File: config.mk
export PLATFORM = sky130hd
export DESIGN_NAME = hbi_host_bus
export DESIGN_NICKNAME = d
export VERILOG_FILES = /design/src/hbi_pkg.sv /design/src/hbi_vec_ack.sv /design/src/hbi_host_bus.sv
export VERILOG_INCLUDE_DIRS = /design/src
export SDC_FILE = /design/constraint.sdc
export NUM_CORES = 1
export LEC_CHECK = 0
export BUFFER_PORTS_ARGS = -buffer_cell sky130_fd_sc_hd__buf_2
export CAP_MARGIN = 15
export CORE_ASPECT_RATIO = 1.2
export CORE_MARGIN = 10
export CORE_UTILIZATION = 60
export DETAILED_ROUTE_END_ITERATION = 6
export GPL_ROUTABILITY_DRIVEN = 0
export GPL_TIMING_DRIVEN = 0
export MAX_ROUTING_LAYER = met4
export PLACE_DENSITY_LB_ADDON = 0.08
export SYNTH_ARGS = -nofsm -noshare
export SYNTH_HDL_FRONTEND = slang
export SYNTH_SLANG_ARGS = --single-unit
File: constraint.sdc
create_clock -name clk -period 4.1 [get_ports clk]
set_clock_uncertainty 0.15 [all_clocks]
set_input_delay 0.82 -clock clk [delete_from_list [all_inputs] [get_ports clk]]
set_output_delay 0.82 -clock clk [all_outputs]
set_load 0.1 [all_outputs]
File: src/hbi_defs.svh
// constants for the host bus interface block
`ifndef HBI_DEFS_SVH
`define HBI_DEFS_SVH
// bus setup register reset value and field positions
`define HBI_SETUP_RST 8'h00
`define HBI_B_SHIFT 0
`define HBI_B_ACK_LO 1
`define HBI_B_ACK_HI 2
`define HBI_B_SWAP_SENSE 6
`define HBI_B_SWAP_EN 7
// timing: clock period and least length of each master bus phase
`define HBI_CLK_NS 10
`define HBI_PHASE_NS 30
`define HBI_PHASE_CYC ((`HBI_PHASE_NS + `HBI_CLK_NS - 1) / `HBI_CLK_NS)
`endif

File: src/hbi_pkg.sv
// types shared by the host bus interface block
package hbi_pkg;
  // section reached by a slave access; 2'b11 never occurs
  typedef enum logic [1:0] {
    HBI_SEC_DMA = 2'b00,
    HBI_SEC_CHB = 2'b01,
    HBI_SEC_CHA = 2'b10
  } hbi_sect_e;
  // acknowledge type held in setup bits 2:1
  typedef enum logic [1:0] {
    HBI_ACK_STATUS = 2'b00,
    HBI_ACK_SINGLE = 2'b01,
    HBI_ACK_RSVD = 2'b10,
    HBI_ACK_DOUBLE = 2'b11
  } hbi_ack_e;
  // master sequencer states
  typedef enum logic [2:0] {
    HBI_M_IDLE = 3'b000,
    HBI_M_REQ = 3'b001,
    HBI_M_HIADR = 3'b010,
    HBI_M_LOADR = 3'b011,
    HBI_M_DATA = 3'b100,
    HBI_M_REL = 3'b101
  } hbi_mst_e;
  // one slave access handed to the inner sections
  typedef struct packed {
    hbi_sect_e sect;
    logic [4:0] index;
    logic write;
    logic [7:0] wdata;
  } hbi_acc_s;
  // one dma byte transfer requested by the dma section
  typedef struct packed {
    logic [31:0] addr;
    logic [1:0] chan;
    logic read;
    logic [7:0] wdata;
  } hbi_dma_s;
endpackage

File: src/hbi_vec_ack.sv
// interrupt acknowledge handler: decides when the vector is driven
`timescale 1ns/10ps
module hbi_vec_ack import hbi_pkg::*; (
  // clock and reset
  input wire logic clk,
  input wire logic rst_n,
  input wire logic ce,
  // acknowledge type and synchronised acknowledge level
  input wire hbi_ack_e ack_type,
  input wire logic ack_act,
  input wire logic [7:0] vector,
  // vector drive
  output logic vec_oe,
  output logic [15:0] vec_data
);
  logic seen_reg, seen_next; // first pulse of a double pair seen
  logic prev_reg, prev_next; // last acknowledge level
  logic oe_reg, oe_next;
  logic [15:0] data_reg, data_next;
  logic fall;

  // next values of the acknowledge tracker
  always_comb begin
    fall = prev_reg & ~ack_act;
    prev_next = ack_act;
    seen_next = seen_reg;
    data_next = {vector, vector}; // both halves always driven together
    if (ack_type != HBI_ACK_DOUBLE) begin
      seen_next = 1'b0;
    end else if (fall) begin
      // end of first pulse arms, end of second disarms
      seen_next = ~seen_reg;
    end
    unique case (ack_type)
      HBI_ACK_STATUS: oe_next = ack_act;
      HBI_ACK_SINGLE: oe_next = ack_act;
      HBI_ACK_DOUBLE: oe_next = ack_act & seen_reg;
      HBI_ACK_RSVD: oe_next = 1'b0; // undefined type, stay off the bus
    endcase
  end

  // tracker registers
  always_ff @(posedge clk or negedge rst_n) begin
    if (!rst_n) begin
      seen_reg <= 1'b0;
      prev_reg <= 1'b0;
      oe_reg <= 1'b0;
      data_reg <= 16'h0000;
    end else if (ce) begin
      seen_reg <= seen_next;
      prev_reg <= prev_next;
      oe_reg <= oe_next;
      data_reg <= data_next;
    end
  end

  assign vec_oe = oe_reg;
  assign vec_data = data_reg;
endmodule // hbi_vec_ack

File: src/hbi_host_bus.sv
// host bus interface: slave decode, bus setup and dma bus master pins
// Functional notes
// - select pins driven while dma master
// - section and channel pins route access
// - reset default is left shift decode
// - strobe before setup write selects multiplexed
// - strobe counts even with chip select off
// - dma moves single bytes only
// - double acknowledge: vector on second pulse
// - single acknowledge: vector on pulse
// - first write setup; channel high means wait
// - value 86H: swap with sense clear (upper byte on even address), double acknowledge
// - upper address with high address strobe
// - address strobe driven while dma master
// - strobe pins driven only as master
// - setup bits 2:1 choose acknowledge type
// - setup bit 0 chooses dma shift
// - setup bits 7:6 byte swap on reads
`timescale 1ns/10ps
`include "hbi_defs.svh"
module hbi_host_bus import hbi_pkg::*; (
  // clock, reset, enable
  input wire logic clk,
  input wire logic rst_n,
  input wire logic ce,
  // host pins in (asynchronous)
  input wire logic cs_n,
  input wire logic section_select_pin_i,
  input wire logic channel_select_pin_i,
  input wire logic addr_strobe_n_i,
  input wire logic wr_n_i,
  input wire logic rd_n_i,
  input wire logic vector_ack_input_n,
  input wire logic bus_ack_n,
  input wire logic [15:0] ad_i,
  // host pins out
  output logic [15:0] ad_o,
  output logic ad_oe,
  output logic section_select_pin_o,
  output logic channel_select_pin_o,
  output logic sel_oe,
  output logic addr_strobe_n_o,
  output logic high_addr_strobe_n,
  output logic rd_n_o,
  output logic wr_n_o,
  output logic rw_n_o,
  output logic data_strobe_pin_n_o,
  output logic strobe_oe,
  output logic bus_req_n,
  output logic wait_mode,
  // inner sections
  input wire logic [7:0] rd_data,
  input wire logic [7:0] vector,
  input wire logic dma_req,
  input wire hbi_dma_s dma_in,
  output hbi_acc_s acc,
  output logic acc_valid,
  output logic dma_done,
  output logic [7:0] dma_rdata,
  // setup state
  output logic configured,
  output logic mux_mode,
  output logic [7:0] bus_setup_register
);
  localparam int NSYNC = 24;
  localparam logic [3:0] PHASE_LAST = 4'(`HBI_PHASE_CYC - 1);

  // two-stage synchronisers for every pin input
  logic [NSYNC-1:0] pin_raw, pin_s1, pin_s2, pin_d;
  assign pin_raw = {cs_n, section_select_pin_i, channel_select_pin_i, addr_strobe_n_i,
                    wr_n_i, rd_n_i, vector_ack_input_n, bus_ack_n, ad_i};
  genvar gi;
  generate
    for (gi = 0; gi < NSYNC; gi++) begin : g_sync
      // first stage feeds only the second
      always_ff @(posedge clk or negedge rst_n) begin
        if (!rst_n) begin
          pin_s1[gi] <= 1'b1;
          pin_s2[gi] <= 1'b1;
          pin_d[gi] <= 1'b1;
        end else if (ce) begin
          pin_s1[gi] <= pin_raw[gi];
          pin_s2[gi] <= pin_s1[gi];
          pin_d[gi] <= pin_s2[gi];
        end
      end
    end
  endgenerate

  // synchronised pin views
  logic cs_act, sec_s, ch_s, as_fall, as_rise, wr_evt, rd_evt, rd_act, ack_act, bus_ack;
  logic [15:0] ad_s;
  assign cs_act = ~pin_s2[23];
  assign sec_s = pin_s2[22];
  assign ch_s = pin_s2[21];
  assign as_fall = ~pin_s2[20] & pin_d[20];
  assign as_rise = pin_s2[20] & ~pin_d[20];
  assign wr_evt = ~pin_s2[19] & pin_d[19];
  assign rd_evt = ~pin_s2[18] & pin_d[18];
  assign rd_act = ~pin_s2[18];
  assign ack_act = ~pin_s2[17];
  assign bus_ack = ~pin_s2[16];
  assign ad_s = pin_s2[15:0];

  // setup and slave state
  logic configured_reg, configured_next;
  logic mux_reg, mux_next;
  logic wait_reg, wait_next;
  logic [7:0] setup_reg, setup_next;
  logic [5:0] adr_reg, adr_next; // multiplexed address latched on strobe end
  hbi_acc_s acc_reg, acc_next;
  logic acc_valid_reg, acc_valid_next;
  logic slave_oe_reg, slave_oe_next;
  logic slave_mode;
  hbi_sect_e sect;
  logic [4:0] index;
  hbi_ack_e ack_type;

  // master state
  hbi_mst_e mst_reg, mst_next;
  logic [3:0] cnt_reg, cnt_next;
  hbi_dma_s dma_reg, dma_next;
  logic [7:0] rdata_reg, rdata_next;
  logic done_reg, done_next;
  logic breq_n_reg, breq_n_next; // bus request pin level, active low
  logic mst_drv, upper_lane;

  // pin output registers
  logic [15:0] ad_reg, ad_next;
  logic ad_oe_reg, ad_oe_next;
  logic [6:0] pins_reg, pins_next; // sec, ch, as, uas, rd, wr, rw
  logic ds_reg, ds_next;
  logic drv_reg, drv_next;

  // vector acknowledge
  logic vec_oe;
  logic [15:0] vec_data;

  // 86H gives swap and double acknowledge
  assign ack_type = hbi_ack_e'(setup_reg[`HBI_B_ACK_HI:`HBI_B_ACK_LO]);
  assign slave_mode = (mst_reg == HBI_M_IDLE) || (mst_reg == HBI_M_REQ);

  hbi_vec_ack i_hbi_vec_ack (
    .clk(clk),
    .rst_n(rst_n),
    .ce(ce),
    .ack_type(ack_type),
    .ack_act(ack_act),
    .vector(vector),
    .vec_oe(vec_oe),
    .vec_data(vec_data)
  );

  // slave decode: section, channel and register index
  always_comb begin
    if (!sec_s) begin
      sect = HBI_SEC_DMA;
    end else if (ch_s) begin
      sect = HBI_SEC_CHA;
    end else begin
      sect = HBI_SEC_CHB;
    end
    index = adr_reg[5:1];
    if (mux_reg && sect == HBI_SEC_DMA && setup_reg[`HBI_B_SHIFT]) begin
      index = adr_reg[4:0];
    end
    // without multiplexing no address travels on the data lines
    if (!mux_reg) begin
      index = 5'h00;
    end
  end

  // next values of setup and slave state
  always_comb begin
    configured_next = configured_reg;
    mux_next = mux_reg;
    wait_next = wait_reg;
    setup_next = setup_reg;
    adr_next = adr_reg;
    acc_next = acc_reg;
    acc_valid_next = 1'b0;
    slave_oe_next = cs_act & rd_act & slave_mode & configured_reg;
    if (as_fall && !configured_reg) begin
      mux_next = 1'b1;
    end
    if (as_rise && mux_reg) begin
      adr_next = ad_s[5:0];
    end
    if (cs_act && slave_mode && wr_evt) begin
      if (!configured_reg) begin
        // first write, channel pin picks wait
        configured_next = 1'b1;
        setup_next = ad_s[7:0];
        wait_next = ch_s;
      end else begin
        acc_valid_next = 1'b1;
        acc_next = '{sect: sect, index: index, write: 1'b1, wdata: ad_s[7:0]};
      end
    end else if (cs_act && slave_mode && rd_evt && configured_reg) begin
      acc_valid_next = 1'b1;
      acc_next = '{sect: sect, index: index, write: 1'b0, wdata: 8'h00};
    end
  end

  // dma byte lane choice for reads into the device
  always_comb begin
    upper_lane = setup_reg[`HBI_B_SWAP_EN] & ~(setup_reg[`HBI_B_SWAP_SENSE] ^ dma_reg.addr[0]);
  end

  // next values of the master sequencer
  always_comb begin
    mst_next = mst_reg;
    cnt_next = cnt_reg;
    dma_next = dma_reg;
    rdata_next = rdata_reg;
    done_next = 1'b0;
    breq_n_next = breq_n_reg;
    unique case (mst_reg)
      HBI_M_IDLE: begin
        // no transfer before the bus is configured; a grant left over from
        // the last transfer must be seen gone, else it would start us unasked
        if (dma_req && configured_reg && !bus_ack) begin
          mst_next = HBI_M_REQ;
          dma_next = dma_in;
          breq_n_next = 1'b0;
        end
      end
      HBI_M_REQ: begin
        // pins stay quiet until the grant arrives
        if (bus_ack) begin
          mst_next = HBI_M_HIADR;
          cnt_next = PHASE_LAST;
        end
      end
      HBI_M_HIADR: begin
        cnt_next = cnt_reg - 4'h1;
        if (cnt_reg == 4'h0) begin
          mst_next = HBI_M_LOADR;
          cnt_next = PHASE_LAST;
        end
      end
      HBI_M_LOADR: begin
        cnt_next = cnt_reg - 4'h1;
        if (cnt_reg == 4'h0) begin
          mst_next = HBI_M_DATA;
          cnt_next = PHASE_LAST;
        end
      end
      HBI_M_DATA: begin
        cnt_next = cnt_reg - 4'h1;
        if (cnt_reg == 4'h0) begin
          mst_next = HBI_M_REL;
          if (dma_reg.read) begin
            rdata_next = upper_lane ? ad_s[15:8] : ad_s[7:0];
          end
        end
      end
      HBI_M_REL: begin
        mst_next = HBI_M_IDLE;
        breq_n_next = 1'b1;
        done_next = 1'b1;
      end
      default: begin
        mst_next = HBI_M_IDLE;
        breq_n_next = 1'b1;
      end
    endcase
  end

  // next pin levels, from the state being entered
  always_comb begin
    mst_drv = (mst_next == HBI_M_HIADR) || (mst_next == HBI_M_LOADR) ||
              (mst_next == HBI_M_DATA);
    drv_next = mst_drv;
    // idle levels are inactive high; channel code shows on select pins
    pins_next = {dma_next.chan[0], dma_next.chan[1], 1'b1, 1'b1, 1'b1, 1'b1, 1'b1};
    ds_next = 1'b1;
    ad_next = 16'h0000;
    ad_oe_next = 1'b0;
    unique case (mst_next)
      HBI_M_HIADR: begin
        pins_next[3] = 1'b0;
        ad_next = dma_next.addr[31:16];
        ad_oe_next = 1'b1;
      end
      HBI_M_LOADR: begin
        pins_next[4] = 1'b0;
        ad_next = dma_next.addr[15:0];
        ad_oe_next = 1'b1;
      end
      HBI_M_DATA: begin
        ds_next = 1'b0;
        pins_next[2] = ~dma_next.read;
        pins_next[1] = dma_next.read;
        pins_next[0] = dma_next.read;
        ad_next = {8'h00, dma_next.wdata};
        ad_oe_next = ~dma_next.read;
      end
      default: begin
        // slave: vector first, then register read data
        if (vec_oe) begin
          ad_next = vec_data;
          ad_oe_next = 1'b1;
        end else if (slave_oe_reg) begin
          ad_next = {rd_data, rd_data};
          ad_oe_next = 1'b1;
        end
      end
    endcase
  end

  // all state registers but the synchronisers; ce low freezes everything
  always_ff @(posedge clk or negedge rst_n) begin
    if (!rst_n) begin
      configured_reg <= 1'b0;
      mux_reg <= 1'b0;
      wait_reg <= 1'b0;
      setup_reg <= `HBI_SETUP_RST;
      adr_reg <= 6'h00;
      acc_reg <= '0;
      acc_valid_reg <= 1'b0;
      slave_oe_reg <= 1'b0;
      mst_reg <= HBI_M_IDLE;
      cnt_reg <= 4'h0;
      dma_reg <= '0;
      rdata_reg <= 8'h00;
      done_reg <= 1'b0;
      breq_n_reg <= 1'b1;
      ad_reg <= 16'h0000;
      ad_oe_reg <= 1'b0;
      pins_reg <= 7'h7F;
      ds_reg <= 1'b1;
      drv_reg <= 1'b0;
    end else if (ce) begin
      configured_reg <= configured_next;
      mux_reg <= mux_next;
      wait_reg <= wait_next;
      setup_reg <= setup_next;
      adr_reg <= adr_next;
      acc_reg <= acc_next;
      acc_valid_reg <= acc_valid_next;
      slave_oe_reg <= slave_oe_next;
      mst_reg <= mst_next;
      cnt_reg <= cnt_next;
      dma_reg <= dma_next;
      rdata_reg <= rdata_next;
      done_reg <= done_next;
      breq_n_reg <= breq_n_next;
      ad_reg <= ad_next;
      ad_oe_reg <= ad_oe_next;
      pins_reg <= pins_next;
      ds_reg <= ds_next;
      drv_reg <= drv_next;
    end
  end

  // outputs straight from registers
  assign ad_o = ad_reg;
  assign ad_oe = ad_oe_reg;
  assign {section_select_pin_o, channel_select_pin_o} = pins_reg[6:5];
  assign addr_strobe_n_o = pins_reg[4];
  assign high_addr_strobe_n = pins_reg[3];
  assign {rd_n_o, wr_n_o, rw_n_o} = pins_reg[2:0];
  assign data_strobe_pin_n_o = ds_reg;
  assign sel_oe = drv_reg;
  assign strobe_oe = drv_reg;
  assign bus_req_n = breq_n_reg;
  assign wait_mode = wait_reg;
  assign acc = acc_reg;
  assign acc_valid = acc_valid_reg;
  assign dma_done = done_reg;
  assign dma_rdata = rdata_reg;
  assign configured = configured_reg;
  assign mux_mode = mux_reg;
  assign bus_setup_register = setup_reg;
endmodule // hbi_host_bus

==> flow_summary.rst, run 1 <==
.. list-table::
   :header-rows: 1

   * - Metric
     - Value
   * - Number of nets produced by synthesis
     - 720
   * - Top cells by instance count after synthesis
     - sky130_fd_sc_hd__dfrtp_1 (123), sky130_fd_sc_hd__mux2_2 (121), sky130_fd_sc_hd__dfstp_2 (59)
   * - Total count of max-transition violations in the final report
     - 0
   * - Die Footprint
     - 18500 µm²
   * - Fraction of registers with async set or reset after synthesis
     - 1.00
   * - Final worst setup slack
     - approximately 1.2 ns
   * - Type of the worst setup path
     - register to register
   * - Number of buffers inserted during clock tree synthesis
     - 17
   * - Worst slew slack as a fraction of its limit
     - 0.354
   * - Num Clock Sinks
     - between 150 and 200
   * - Critical Path Slowest Stage Cell
     - sky130_fd_sc_hd__a21oi_1
   * - Detailed placer's ending HPWL
     - 15.0 mm
   * - Top-area cell type share of the netlist area
     - 0.382
   * - Power after layout
     - between 7 and 8 mW
   * - Count of flip-flops with a built-in enable after synthesis
     - 0
   * - Endpoint of the lowest-slack register-to-register path
     - ad_o[8]
   * - Power Dens Cells
     - 828 nW/µm²
   * - Layout fillers
     - 947
   * - Area Growth Syn to Fin
     - 19.8%
   * - Setup repair bufs after CTS
     - 0
   * - Non-Filler Instances
     - 984
   * - Drc violations
     - 0
   * - Total routing usage reported by global routing
     - 0.228
   * - Result of the run
     - finished, final reports clean
   * - Count of endpoints failing setup in the final report
     - 0
   * - Gate count after technology mapping
     - roughly 630
   * - CTS tree
     - built
   * - H-Tree Depth
     - 4
   * - First-pass detailed-route iteration total
     - 5
   * - Beginning of the critical path
     - cnt_reg[0]
   * - Detail Route Antenna Nets
     - 0
   * - Dominant register cell in the synthesized netlist
     - sky130_fd_sc_hd__dfrtp_1
   * - Kind of start point of the critical path
     - register
   * - Deepest clock path buffer count
     - 2
   * - Cell Area, Synth
     - 8050 µm²
   * - CP Capture Type
     - register
   * - WP data arrival
     - about 3.0 ns
   * - Count of hold buffers inserted by post-cts repair
     - 0
   * - Achievable frequency
     - roughly 350 MHz
   * - Cell types with the largest area share after synthesis
     - sky130_fd_sc_hd__dfrtp_1 (38%), sky130_fd_sc_hd__dfstp_2 (19%), sky130_fd_sc_hd__mux2_2 (17%), sky130_fd_sc_hd__mux2i_1 (5.5%), sky130_fd_sc_hd__nand2_1 (2.0%)
   * - Latest clock arrival within the worst-skew pair
     - ~0.43 ns
   * - Final Hold Fails
     - 0
   * - Worst hold path type
     - input pin to async pin
   * - Cell family contributing the most delay on the critical path
     - compound AO/OA/AOI/OAI gates
   * - Crit Path Max Fanout
     - 10
   * - Cells along the critical path
     - inv_1, ha_1, nor3b_4, nor2_1, a21oi_1, buf_2, o22a_2, o221ai_1
   * - FF-to-FF path depth
     - 8
   * - Ys Warns
     - 0
   * - Top Ports
     - between 150 and 200
   * - Number of port buffers
     - 150
   * - Number of flip-flops under the largest register name
     - 43
   * - Maximum resistive drop on vdd
     - slightly below 0.8 mV
   * - Final critical delay including setup and external delays
     - 2.90 ns
   * - Static Leak
     - approximately 4.4 nW
   * - Mean instance size in the synthesized netlist
     - 12.7 µm²
   * - Core region area
     - ~13000 µm²
   * - Levels on crit path
     - 8
   * - Seq cells post-synth
     - 182
   * - Number of cells after detailed placement
     - 951
   * - Number of vias per cell
     - between 5 and 6
   * - Overall die height
     - 147 µm
   * - Global-route wire length before repair
     - between 30 and 40 mm
   * - Worst hold slack across all endpoints
     - 0.182 ns
   * - Largest net degree at the start of global routing
     - between 100 and 150
   * - Transition time of the tightest slew-check pin
     - 0.970 ns
   * - Count leader, synth
     - sky130_fd_sc_hd__dfrtp_1
   * - Routed via count
     - between 5000 and 6000
   * - Worst slack after detailed placement
     - 1.12 ns
   * - Max-cap violations
     - 0
   * - RSZ-0062 raised after global routing
     - false
   * - First DRT Iteration DRCs
     - between 400 and 500
   * - Cell at the root of the clock tree
     - sky130_fd_sc_hd__clkbuf_16
   * - Worst reg-to-reg setup slack
     - 1.20 ns
   * - Width of the chip
     - 126 µm
   * - Avg WL per Cell
     - around 21 µm
   * - Buffering stage count on the worst path with inverters included
     - 2
   * - Timing endpoint of the critical path
     - ad_o[8]
   * - Post-synth cell types
     - between 50 and 60
   * - Number of placement rows
     - 46
   * - Layout Nets
     - a little under 900
   * - Critical register-to-register path startpoint
     - cnt_reg[0]
   * - PostCTS Resize Cnt
     - 0
   * - Share of synthesized area occupied by flip-flops and latches
     - 0.575
   * - Total overflow reported by the global router
     - 0
   * - Delay contributed by the slowest stage of the critical path
     - roughly 0.76 ns
   * - Final Cycle Share
     - 0.707
   * - Fraction of final layout cells sized beyond drive strength 1
     - 0.485
   * - Clock-pin slew on the worst setup and hold paths
     - about 0.070 ns
   * - Via count of the first global-routing pass
     - ~6300
   * - Final routed wirelength across all metal layers
     - just over 20 mm
   * - Worst path required time
     - 4.23 ns
   * - Initial Util
     - 0.611
   * - Library cell with the largest summed area after synthesis
     - sky130_fd_sc_hd__dfrtp_1
   * - Antenna violations before repair
     - 1
==> worst register-to-register path, cell delays in order (launching register included) <==
cell and delay [ns]:
sky130_fd_sc_hd__dfrtp_1 0.42, sky130_fd_sc_hd__inv_1 0.08, sky130_fd_sc_hd__ha_1 0.18, sky130_fd_sc_hd__nor3b_4 0.42, sky130_fd_sc_hd__nor2_1 0.09, sky130_fd_sc_hd__a21oi_1 0.76
sky130_fd_sc_hd__buf_2 0.39, sky130_fd_sc_hd__o22a_2 0.18, sky130_fd_sc_hd__o221ai_1 0.10
==> where the power goes <==
part | switching [mW] | leakage, nW | internal [mW] | total [mW]
registers | 0.358 | 2.17 | 2.41 | 2.77
logic | 2.61 | 1.93 | 0.978 | 3.58
clock network | 0.742 | 0.290 | 0.891 | 1.63
==> cell type report <==
| class | count | area, µm² | area share |
|---|---|---|---|
| inverters | 19 | 71.3 | 0.00740 |
| clock inverters | 13 | 138 | 0.0143 |
| diodes | 1 | 2.50 | 0.000260 |
| repair buffers | 151 | 788 | 0.0817 |
| well taps | 168 | 210 | 0.0218 |
| flip-flops and latches | 182 | 4630 | 0.480 |
| multi-input cells | 392 | 3160 | 0.328 |
| clock buffers | 19 | 453 | 0.0470 |
| plain buffers | 39 | 189 | 0.0196 |
==> metrics by stage <==
step           setup TNS (ns)  instance area (µm²)   util
2_1_floorplan               0                 8050      -
3_3_place_gp           -71.37                 9010  0.684
3_5_place_dp                0                 9050  0.687
4_1_cts                     0                 9640  0.731
5_1_grt                     0                 9640  0.732
6_report                    0                 9640  0.732
==> cells by family after synthesis <==
group           after synthesis  synth area share
compound gates              104            0.0951
xor+xnor                      3           0.00326
fa+ha+maj                     1           0.00155
buf+inv                      58            0.0323
flops                       182             0.575
mux                         165             0.224
simple gates                119            0.0690
==> layer usage <==
| metal | up-vias | wire [µm] | track usage | share of wire |
|---|---|---|---|---|
| met1 | 2900 | 8400 | 0.258 | 0.41 |
| met3 | 40 | 1110 | 0.0565 | 0.054 |
| met2 | 201 | 10600 | 0.386 | 0.52 |
| met4 | 0 | 489 | 0.0798 | 0.024 |
| met5 | - | 0 | - | 0 |
| li1 | 2617 | - | - | - |
==> how the worst min path moves through the flow <==
| stage | slack (ns) | start | end |
|---|---|---|---|
| after floorplan | 0.32 | pin_d[20] | pin_d[20] |
| after global placement | 0.30 | acc[14] | acc[14] |
| after detailed placement | 0.32 | dma_rdata[6] | dma_rdata[6] |
| after CTS | 0.20 | rst_n | dma_reg[40] |
| after global routing | 0.21 | rst_n | dma_reg[40] |
| final | 0.18 | rst_n | dma_reg[30] |
==> layout by cell type (no fill, tap or decap), drive strengths merged, types with 2 or more instances in the layout <==
cell,n
or2,2
a21o,3
mux2,121
nand3b,2
o21ai,24
o221ai,6
nand3,19
inv,24
nor2,33
buf,171
nor3b,4
clkinv,6
nand2,43
a22o,16
dfstp,59
a21oi,11
clkbuf,38
dfrtp,123
o22a,16
nand2b,3
a31oi,11
xnor2,3
o2111ai,4
or3,2
nor3,4
mux2i,44
o22ai,4
Note: power is estimated with default switching activity, not from simulation.
==> run 2, diff against run 1 <==
- ABC_AREA: not set -> 1
- CORE_UTILIZATION: 60 -> 56
- clock period: 4.1 -> 2.7 ns (I/O delays scaled with it)
==> flow_summary.rst, run 2 <==
.. list-table::
   :header-rows: 1

   * - Metric
     - Value
   * - Post-Route Utilization
     - 0.689
   * - Top cells by instance count after synthesis
     - sky130_fd_sc_hd__nand2_1 (359), sky130_fd_sc_hd__o21ai_0 (133), sky130_fd_sc_hd__dfrtp_1 (123)
   * - Critical Path Slowest Stage Cell
     - sky130_fd_sc_hd__clkbuf_1
   * - Static Leak
     - 5.00 nW
   * - Seq cells post-synth
     - approximately 180
   * - Via count of the first global-routing pass
     - roughly 7200
   * - Final critical delay including setup and external delays
     - 2.27 ns
   * - Number of flip-flops under the largest register name
     - 43
   * - Width of the chip
     - about 130 µm
   * - Crit Path Max Fanout
     - 10
   * - Max-cap violations
     - 0
   * - Cell Area, Synth
     - just over 8000 µm²
   * - Most used cell along the critical path
     - sky130_fd_sc_hd__clkbuf_1
   * - FF-to-FF path depth
     - 11
   * - Setup repair bufs after CTS
     - 0
   * - Cell family contributing the most delay on the critical path
     - buffers and inverters
   * - Cell types with the largest area share after synthesis
     - sky130_fd_sc_hd__dfrtp_1 (37%), sky130_fd_sc_hd__dfstp_2 (19%), sky130_fd_sc_hd__nand2_1 (16%), sky130_fd_sc_hd__o21ai_0 (8.0%), sky130_fd_sc_hd__inv_1 (3.7%)
   * - Detail Route Antenna Nets
     - 0
   * - Levels on crit path
     - 6
   * - Worst hold path type
     - input pin to register
   * - Number of nets produced by synthesis
     - 1073
   * - Buffering stage count on the worst path with inverters included
     - 4
   * - Top Ports
     - 152
   * - Layout fillers
     - between 1000 and 1500
   * - Overall die height
     - ~150 µm
   * - Most frequent standard cell in the layout excluding fill and tap cells
     - sky130_fd_sc_hd__nand2_1
   * - Delay contributed by the slowest stage of the critical path
     - 0.57 ns
   * - First-pass detailed-route iteration total
     - 6
   * - Initial Util
     - 0.574
   * - Final Cycle Share
     - 0.840
   * - Deepest clock path buffer count
     - 2
   * - Non-Filler Instances
     - roughly 1300
   * - Count leader, synth
     - sky130_fd_sc_hd__nand2_1
   * - Antenna Diode Count
     - 0
   * - Area Growth Syn to Fin
     - 20.0%
   * - Drc violations
     - 0
   * - Fraction of registers with async set or reset after synthesis
     - 1.00
   * - Count of endpoints failing setup in the final report
     - 0
   * - Antenna violations before repair
     - 0
   * - Kind of start point of the critical path
     - input pin
   * - Core region area
     - approximately 14000 µm²
   * - Gate count after technology mapping
     - ~990
   * - Final Hold Fails
     - 0
   * - Ys Warns
     - 0
   * - Final routed wirelength across all metal layers
     - 22.7 mm
   * - Total overflow reported by the global router
     - 0
   * - Number of cells after detailed placement
     - roughly 1300
   * - Die Footprint
     - 20100 µm²
   * - Worst path required time
     - a little under 3 ns
   * - PostCTS Resize Cnt
     - 0
   * - CTS tree
     - built
   * - Number of port buffers
     - 151
   * - Avg WL per Cell
     - between 15 and 20 µm
   * - Transition time of the tightest slew-check pin
     - approximately 0.74 ns
   * - Library cell with the largest summed area after synthesis
     - sky130_fd_sc_hd__dfrtp_1
   * - Type of the worst setup path
     - input pin to register
   * - Cells along the critical path
     - buf_2, clkbuf_1, clkbuf_1, clkbuf_1, nand2_1, o21ai_0
   * - Number of buffers inserted during clock tree synthesis
     - 17
   * - H-Tree Depth
     - 4
   * - Final TNS setup
     - 0 ns
   * - Fraction of final layout cells sized beyond drive strength 1
     - 0.240
   * - WP data arrival
     - 2.47 ns
   * - Cell at the root of the clock tree
     - sky130_fd_sc_hd__clkbuf_16
   * - Clock-pin slew on the worst setup and hold paths
     - approximately 0.07 ns
   * - Dominant register cell in the synthesized netlist
     - sky130_fd_sc_hd__dfrtp_1
   * - Post-synth cell types
     - between 40 and 50
   * - Layout Nets
     - 1245
   * - Result of the run
     - finished, final reports clean
   * - Num Clock Sinks
     - 182
   * - Total routing usage reported by global routing
     - 0.236
   * - Power Dens Cells
     - about 1100 nW/µm²
   * - Routed via count
     - just over 7000
   * - Total count of max-transition violations in the final report
     - 0
   * - Maximum resistive drop on vdd
     - 0.888 mV
   * - Worst hold slack across all endpoints
     - about 0.16 ns
   * - Number of vias per cell
     - about 5.4
   * - Largest net degree at the start of global routing
     - 98
   * - Top-area cell type share of the netlist area
     - 0.372
   * - Achievable frequency
     - ~440 MHz
   * - Worst slew slack as a fraction of its limit
     - 0.500
   * - First DRT Iteration DRCs
     - a little over 600
   * - Number of placement rows
     - 48
   * - WHS Path Cells
     - 3
   * - Mean instance size in the synthesized netlist
     - 8.40 µm²
   * - Count of flip-flops with a built-in enable after synthesis
     - 0
   * - Detailed placer's ending HPWL
     - about 17 mm
   * - Global-route wire length before repair
     - ~36 mm
   * - RSZ-0062 raised after global routing
     - false
   * - Commonest cells after routing, fill and taps aside
     - sky130_fd_sc_hd__nand2_1 (359), sky130_fd_sc_hd__buf_2 (160), sky130_fd_sc_hd__o21ai_0 (133), sky130_fd_sc_hd__dfrtp_1 (123), sky130_fd_sc_hd__inv_1 (82)
   * - Count of hold buffers inserted by post-cts repair
     - 1
   * - Latest clock arrival within the worst-skew pair
     - approximately 0.43 ns
   * - Share of synthesized area occupied by flip-flops and latches
     - 0.559
   * - CP Capture Type
     - register
run 2: power breakdown:
group / internal (mW) / leakage (nW) / switching [mW]
clock: 1.58 / 0.304 / 1.09
combinational: 0.976 / 2.50 / 3.58
sequential: 3.50 / 2.19 / 0.376
run 2: metal layers:
| layer | global-route usage | part of all wire | up-vias |
|---|---|---|---|
| met5 | - | 0 | - |
| met4 | 0.104 | 0.035 | 0 |
| met3 | 0.0408 | 0.056 | 44 |
| met2 | 0.382 | 0.50 | 236 |
| met1 | 0.283 | 0.41 | 3427 |
| li1 | - | - | 3505 |
run 2: worst paths after layout:
| check | end | startpoint | slack [ns] |
|---|---|---|---|
| worst min register to register | pin_s1[15] | pin_s1[15] | 0.31 |
| max in group asynchronous | pins_reg[1] | rst_n | 0.96 |
| worst min-delay path | pin_s1[13] | ad_i[13] | 0.16 |
| worst max-delay path | pin_s2[18] | ce | 0.43 |
| worst max register to register | ad_o[2] | cnt_reg[0] | 0.47 |
| min in group asynchronous | dma_rdata[4] | rst_n | 0.54 |
run 2: area by class of cell:
cell class	count	area, µm²	area share
well taps	175	219	0.0220
multi-input cells	668	3090	0.311
clock buffers	18	439	0.0442
flip-flops and latches	182	4630	0.466
inverters	87	329	0.0331
plain buffers	48	226	0.0228
clock inverters	14	196	0.0198
repair buffers	153	803	0.0809
run 2: worst reg2reg max path, cell delays in order, from the launching register on:
cell and delay [ns]:
sky130_fd_sc_hd__dfrtp_1 0.39, sky130_fd_sc_hd__inv_1 0.08, sky130_fd_sc_hd__ha_1 0.18, sky130_fd_sc_hd__nand2_1 0.16, sky130_fd_sc_hd__nand2_1 0.12, sky130_fd_sc_hd__nand3_1 0.07, sky130_fd_sc_hd__nor2_1 0.47, sky130_fd_sc_hd__nor2_2 0.17
sky130_fd_sc_hd__nand2_1 0.12, sky130_fd_sc_hd__nand2_1 0.09, sky130_fd_sc_hd__nand2_1 0.07, sky130_fd_sc_hd__nand3_1 0.06
run 2: kinds of logic after synthesis:
family,synth area share
flip-flops,0.559
adder cells (fa/ha/maj),0.00151
XOR/XNOR,0.00423
buffers and inverters,0.0671
multiplexers,0.00968
AO/OA/AOI/OAI,0.129
AND/OR/NAND/NOR,0.230
run 2: metrics by stage:
stage	total power, mW	cell area (µm²)	setup slack, ns
after floorplan	7.49	8280	0.462
after global placement	8.37	9250	-1.94
after detailed placement	8.47	9290	0.0171
after CTS	11.1	9930	0.449
after global routing	11.7	9930	0.214
final	11.1	9930	0.433
==> run 3, diff against run 2 <==
- clock period: 2.7 -> 2.1 ns (I/O delays scaled with it)
==> flow_summary.rst, run 3 (synthesized netlist as in run 2, its figures left out) <==
.. list-table::
   :header-rows: 1

   * - Metric
     - Value
   * - Result of the run
     - finished, final reports clean
   * - First DRT Iteration DRCs
     - around 520
   * - Most used cell along the critical path
     - sky130_fd_sc_hd__nand2_1
   * - WP data arrival
     - 2.21 ns
   * - Critical register-to-register path startpoint
     - mst_reg[2]
   * - Total count of max-transition violations in the final report
     - 0
   * - Kind of start point of the critical path
     - register
   * - Fraction of final layout cells sized beyond drive strength 1
     - 0.262
   * - Final Cycle Share
     - 0.945
   * - Overall die height
     - between 150 and 200 µm
   * - Cells along the critical path
     - nor2_1, nand3_4, inv_2, buf_6, buf_4, nand2_1, o21ai_0, nand2_1, o21ai_0, nand2_1, nand2_1
   * - FF-to-FF path depth
     - 11
   * - Total routing usage reported by global routing
     - 0.239
   * - First-pass detailed-route iteration total
     - 5
   * - Maximum resistive drop on vdd
     - ~1.4 mV
   * - Detailed placer's ending HPWL
     - approximately 17 mm
   * - Buffering stage count on the worst path with inverters included
     - 3
   * - CTS tree
     - built
   * - Layout fillers
     - ~1200
   * - Endpoint of the lowest-slack register-to-register path
     - ad_o[13]
   * - Post-Route Utilization
     - 0.698
   * - Clock-pin slew on the worst setup and hold paths
     - approximately 0.06 ns
   * - Width of the chip
     - around 130 µm
   * - RSZ-0062 raised after global routing
     - true
   * - Deepest clock path buffer count
     - 2
   * - Latest clock arrival within the worst-skew pair
     - 0.43 ns
   * - Avg WL per Cell
     - 16.8 µm
   * - Number of port buffers
     - between 150 and 200
   * - H-Tree Depth
     - 4
   * - Number of buffers inserted during clock tree synthesis
     - 17
   * - CP Capture Type
     - register
   * - Worst slew slack as a fraction of its limit
     - 0.506
   * - Power Dens Cells
     - between 1000 and 1500 nW/µm²
   * - Timing endpoint of the critical path
     - ad_o[13]
   * - Max-cap violations
     - 0
   * - Cell at the root of the clock tree
     - sky130_fd_sc_hd__clkbuf_16
   * - Worst reg-to-reg setup slack
     - roughly 0.12 ns
   * - Global-route wire length before repair
     - about 36 mm
   * - Worst path required time
     - 2.32 ns
   * - Core region area
     - 14400 µm²
   * - Static Leak
     - between 5 and 6 nW
   * - Final critical delay including setup and external delays
     - 1.98 ns
   * - Via count of the first global-routing pass
     - around 7200
   * - Most frequent standard cell in the layout excluding fill and tap cells
     - sky130_fd_sc_hd__nand2_1
   * - Delay contributed by the slowest stage of the critical path
     - about 0.48 ns
   * - Type of the worst setup path
     - register to register
   * - Area Growth Syn to Fin
     - 21.6%
   * - Antenna violations before repair
     - 0
   * - Worst hold path type
     - input pin to register
   * - Num Clock Sinks
     - 182
   * - Levels on crit path
     - 11
   * - Cell family contributing the most delay on the critical path
     - simple AND/OR/NAND/NOR gates
   * - Power after layout
     - ~14 mW
   * - Total overflow reported by the global router
     - 0
   * - Critical Path Slowest Stage Cell
     - sky130_fd_sc_hd__dfrtp_1
   * - Drc violations
     - 0
   * - Layout Nets
     - about 1300
   * - Achievable frequency
     - between 500 and 600 MHz
   * - Transition time of the tightest slew-check pin
     - between 0.7 and 0.8 ns
   * - Count of endpoints failing setup in the final report
     - 0
   * - Final Hold Fails
     - 0
   * - Commonest cells after routing, fill and taps aside
     - sky130_fd_sc_hd__nand2_1 (353), sky130_fd_sc_hd__buf_2 (159), sky130_fd_sc_hd__o21ai_0 (131), sky130_fd_sc_hd__dfrtp_1 (121), sky130_fd_sc_hd__inv_1 (79)
   * - Detail Route Antenna Nets
     - 0
   * - Antenna Diode Count
     - 0
   * - Initial Util
     - 0.574
   * - Routed via count
     - roughly 7300
   * - Final routed wirelength across all metal layers
     - 22.7 mm
   * - Crit Path Max Fanout
     - 10
   * - Final TNS setup
     - 0 ns
   * - Number of flip-flops under the largest register name
     - 43
   * - Number of vias per cell
     - 5.37
   * - Beginning of the critical path
     - mst_reg[2]
   * - Top Ports
     - 152
   * - Die Footprint
     - around 20000 µm²
   * - Largest net degree at the start of global routing
     - slightly above 100
   * - Number of placement rows
     - 48
[run 3: cell types whose count changed in the layout (fill, tap and decap cells not counted), moves of 3 or more]
cell / before / now
sky130_fd_sc_hd__nand2_1: 359 / 353
sky130_fd_sc_hd__buf_4: 7 / 12
sky130_fd_sc_hd__nand2_2: 1 / 6
sky130_fd_sc_hd__buf_6: 1 / 5
sky130_fd_sc_hd__clkinv_2: 2 / 5
sky130_fd_sc_hd__inv_1: 82 / 79
sky130_fd_sc_hd__inv_2: 4 / 7
sky130_fd_sc_hd__nand3_1: 45 / 42
sky130_fd_sc_hd__nor2_4: 1 / 4
[run 3: timing repair]
item,4_1_cts,5_1_grt
gates resized for setup,8,28
gates cloned,0,2
endpoints found under the setup margin,26,53
hold endpoints to repair,78,0
hold buffers,1,0
buffers inserted,0,7
pin swaps,0,6
[run 3: worst min-delay path by stage]
stage / slack, ns / from / endpoint / cells after the start
detailed placement: 0.30 / pin_s1[3] / pin_s1[3] / 2
finish: 0.03 / ad_i[15] / pin_s1[15] / 3
global placement: 0.30 / pin_s1[3] / pin_s1[3] / 2
floorplan: -0.03 / rst_n / acc[0] / 0
global route: 0.03 / ad_i[12] / pin_s1[12] / 3
CTS: 0.02 / ad_i[15] / pin_s1[15] / 3
[run 3: layout make-up]
class,count,area (µm²),area share
flip-flops and latches,182,4630,0.460
plain buffers,47,243,0.0241
clock buffers,19,433,0.0430
multi-input cells,668,3180,0.316
well taps,175,219,0.0218
repair buffers,162,871,0.0866
inverters,87,329,0.0327
clock inverters,13,155,0.0154
[run 3: stage by stage]
| stage | instance area, µm² | setup slack (ns) | hold slack, ns | std cells |
|---|---|---|---|---|
| after floorplan | 8280 | 0.0785 | -0.0256 | 985 |
| after global placement | 9250 | -2.75 | 0.300 | 1311 |
| after detailed placement | 9290 | -0.460 | 0.303 | 1312 |
| after CTS | 9910 | -0.0207 | 0.0240 | 1345 |
| after global routing | 10100 | -0.0238 | 0.0279 | 1353 |
| final | 10100 | 0.116 | 0.0291 | 1353 |
[run 3: worst min-delay path, cell delays in order]
cell                      delay [ns]
sky130_fd_sc_hd__buf_2          0.09
sky130_fd_sc_hd__nand2_1        0.05
sky130_fd_sc_hd__nand2_1        0.05
[run 3: metal layers]
metal	part of all wire	global-route usage
met5	0	-
met4	0.033	0.0912
met3	0.053	0.0370
met2	0.49	0.389
met1	0.42	0.292
[run 3: power by group]
part           leakage [nW]  switching (mW)  total [mW]  internal (mW)
Combinational          2.57            4.74        6.14           1.40
Sequential             2.19           0.489        4.99           4.50
Clock                 0.283            1.36        3.23           1.87
Total                  5.04            6.58        14.4           7.77
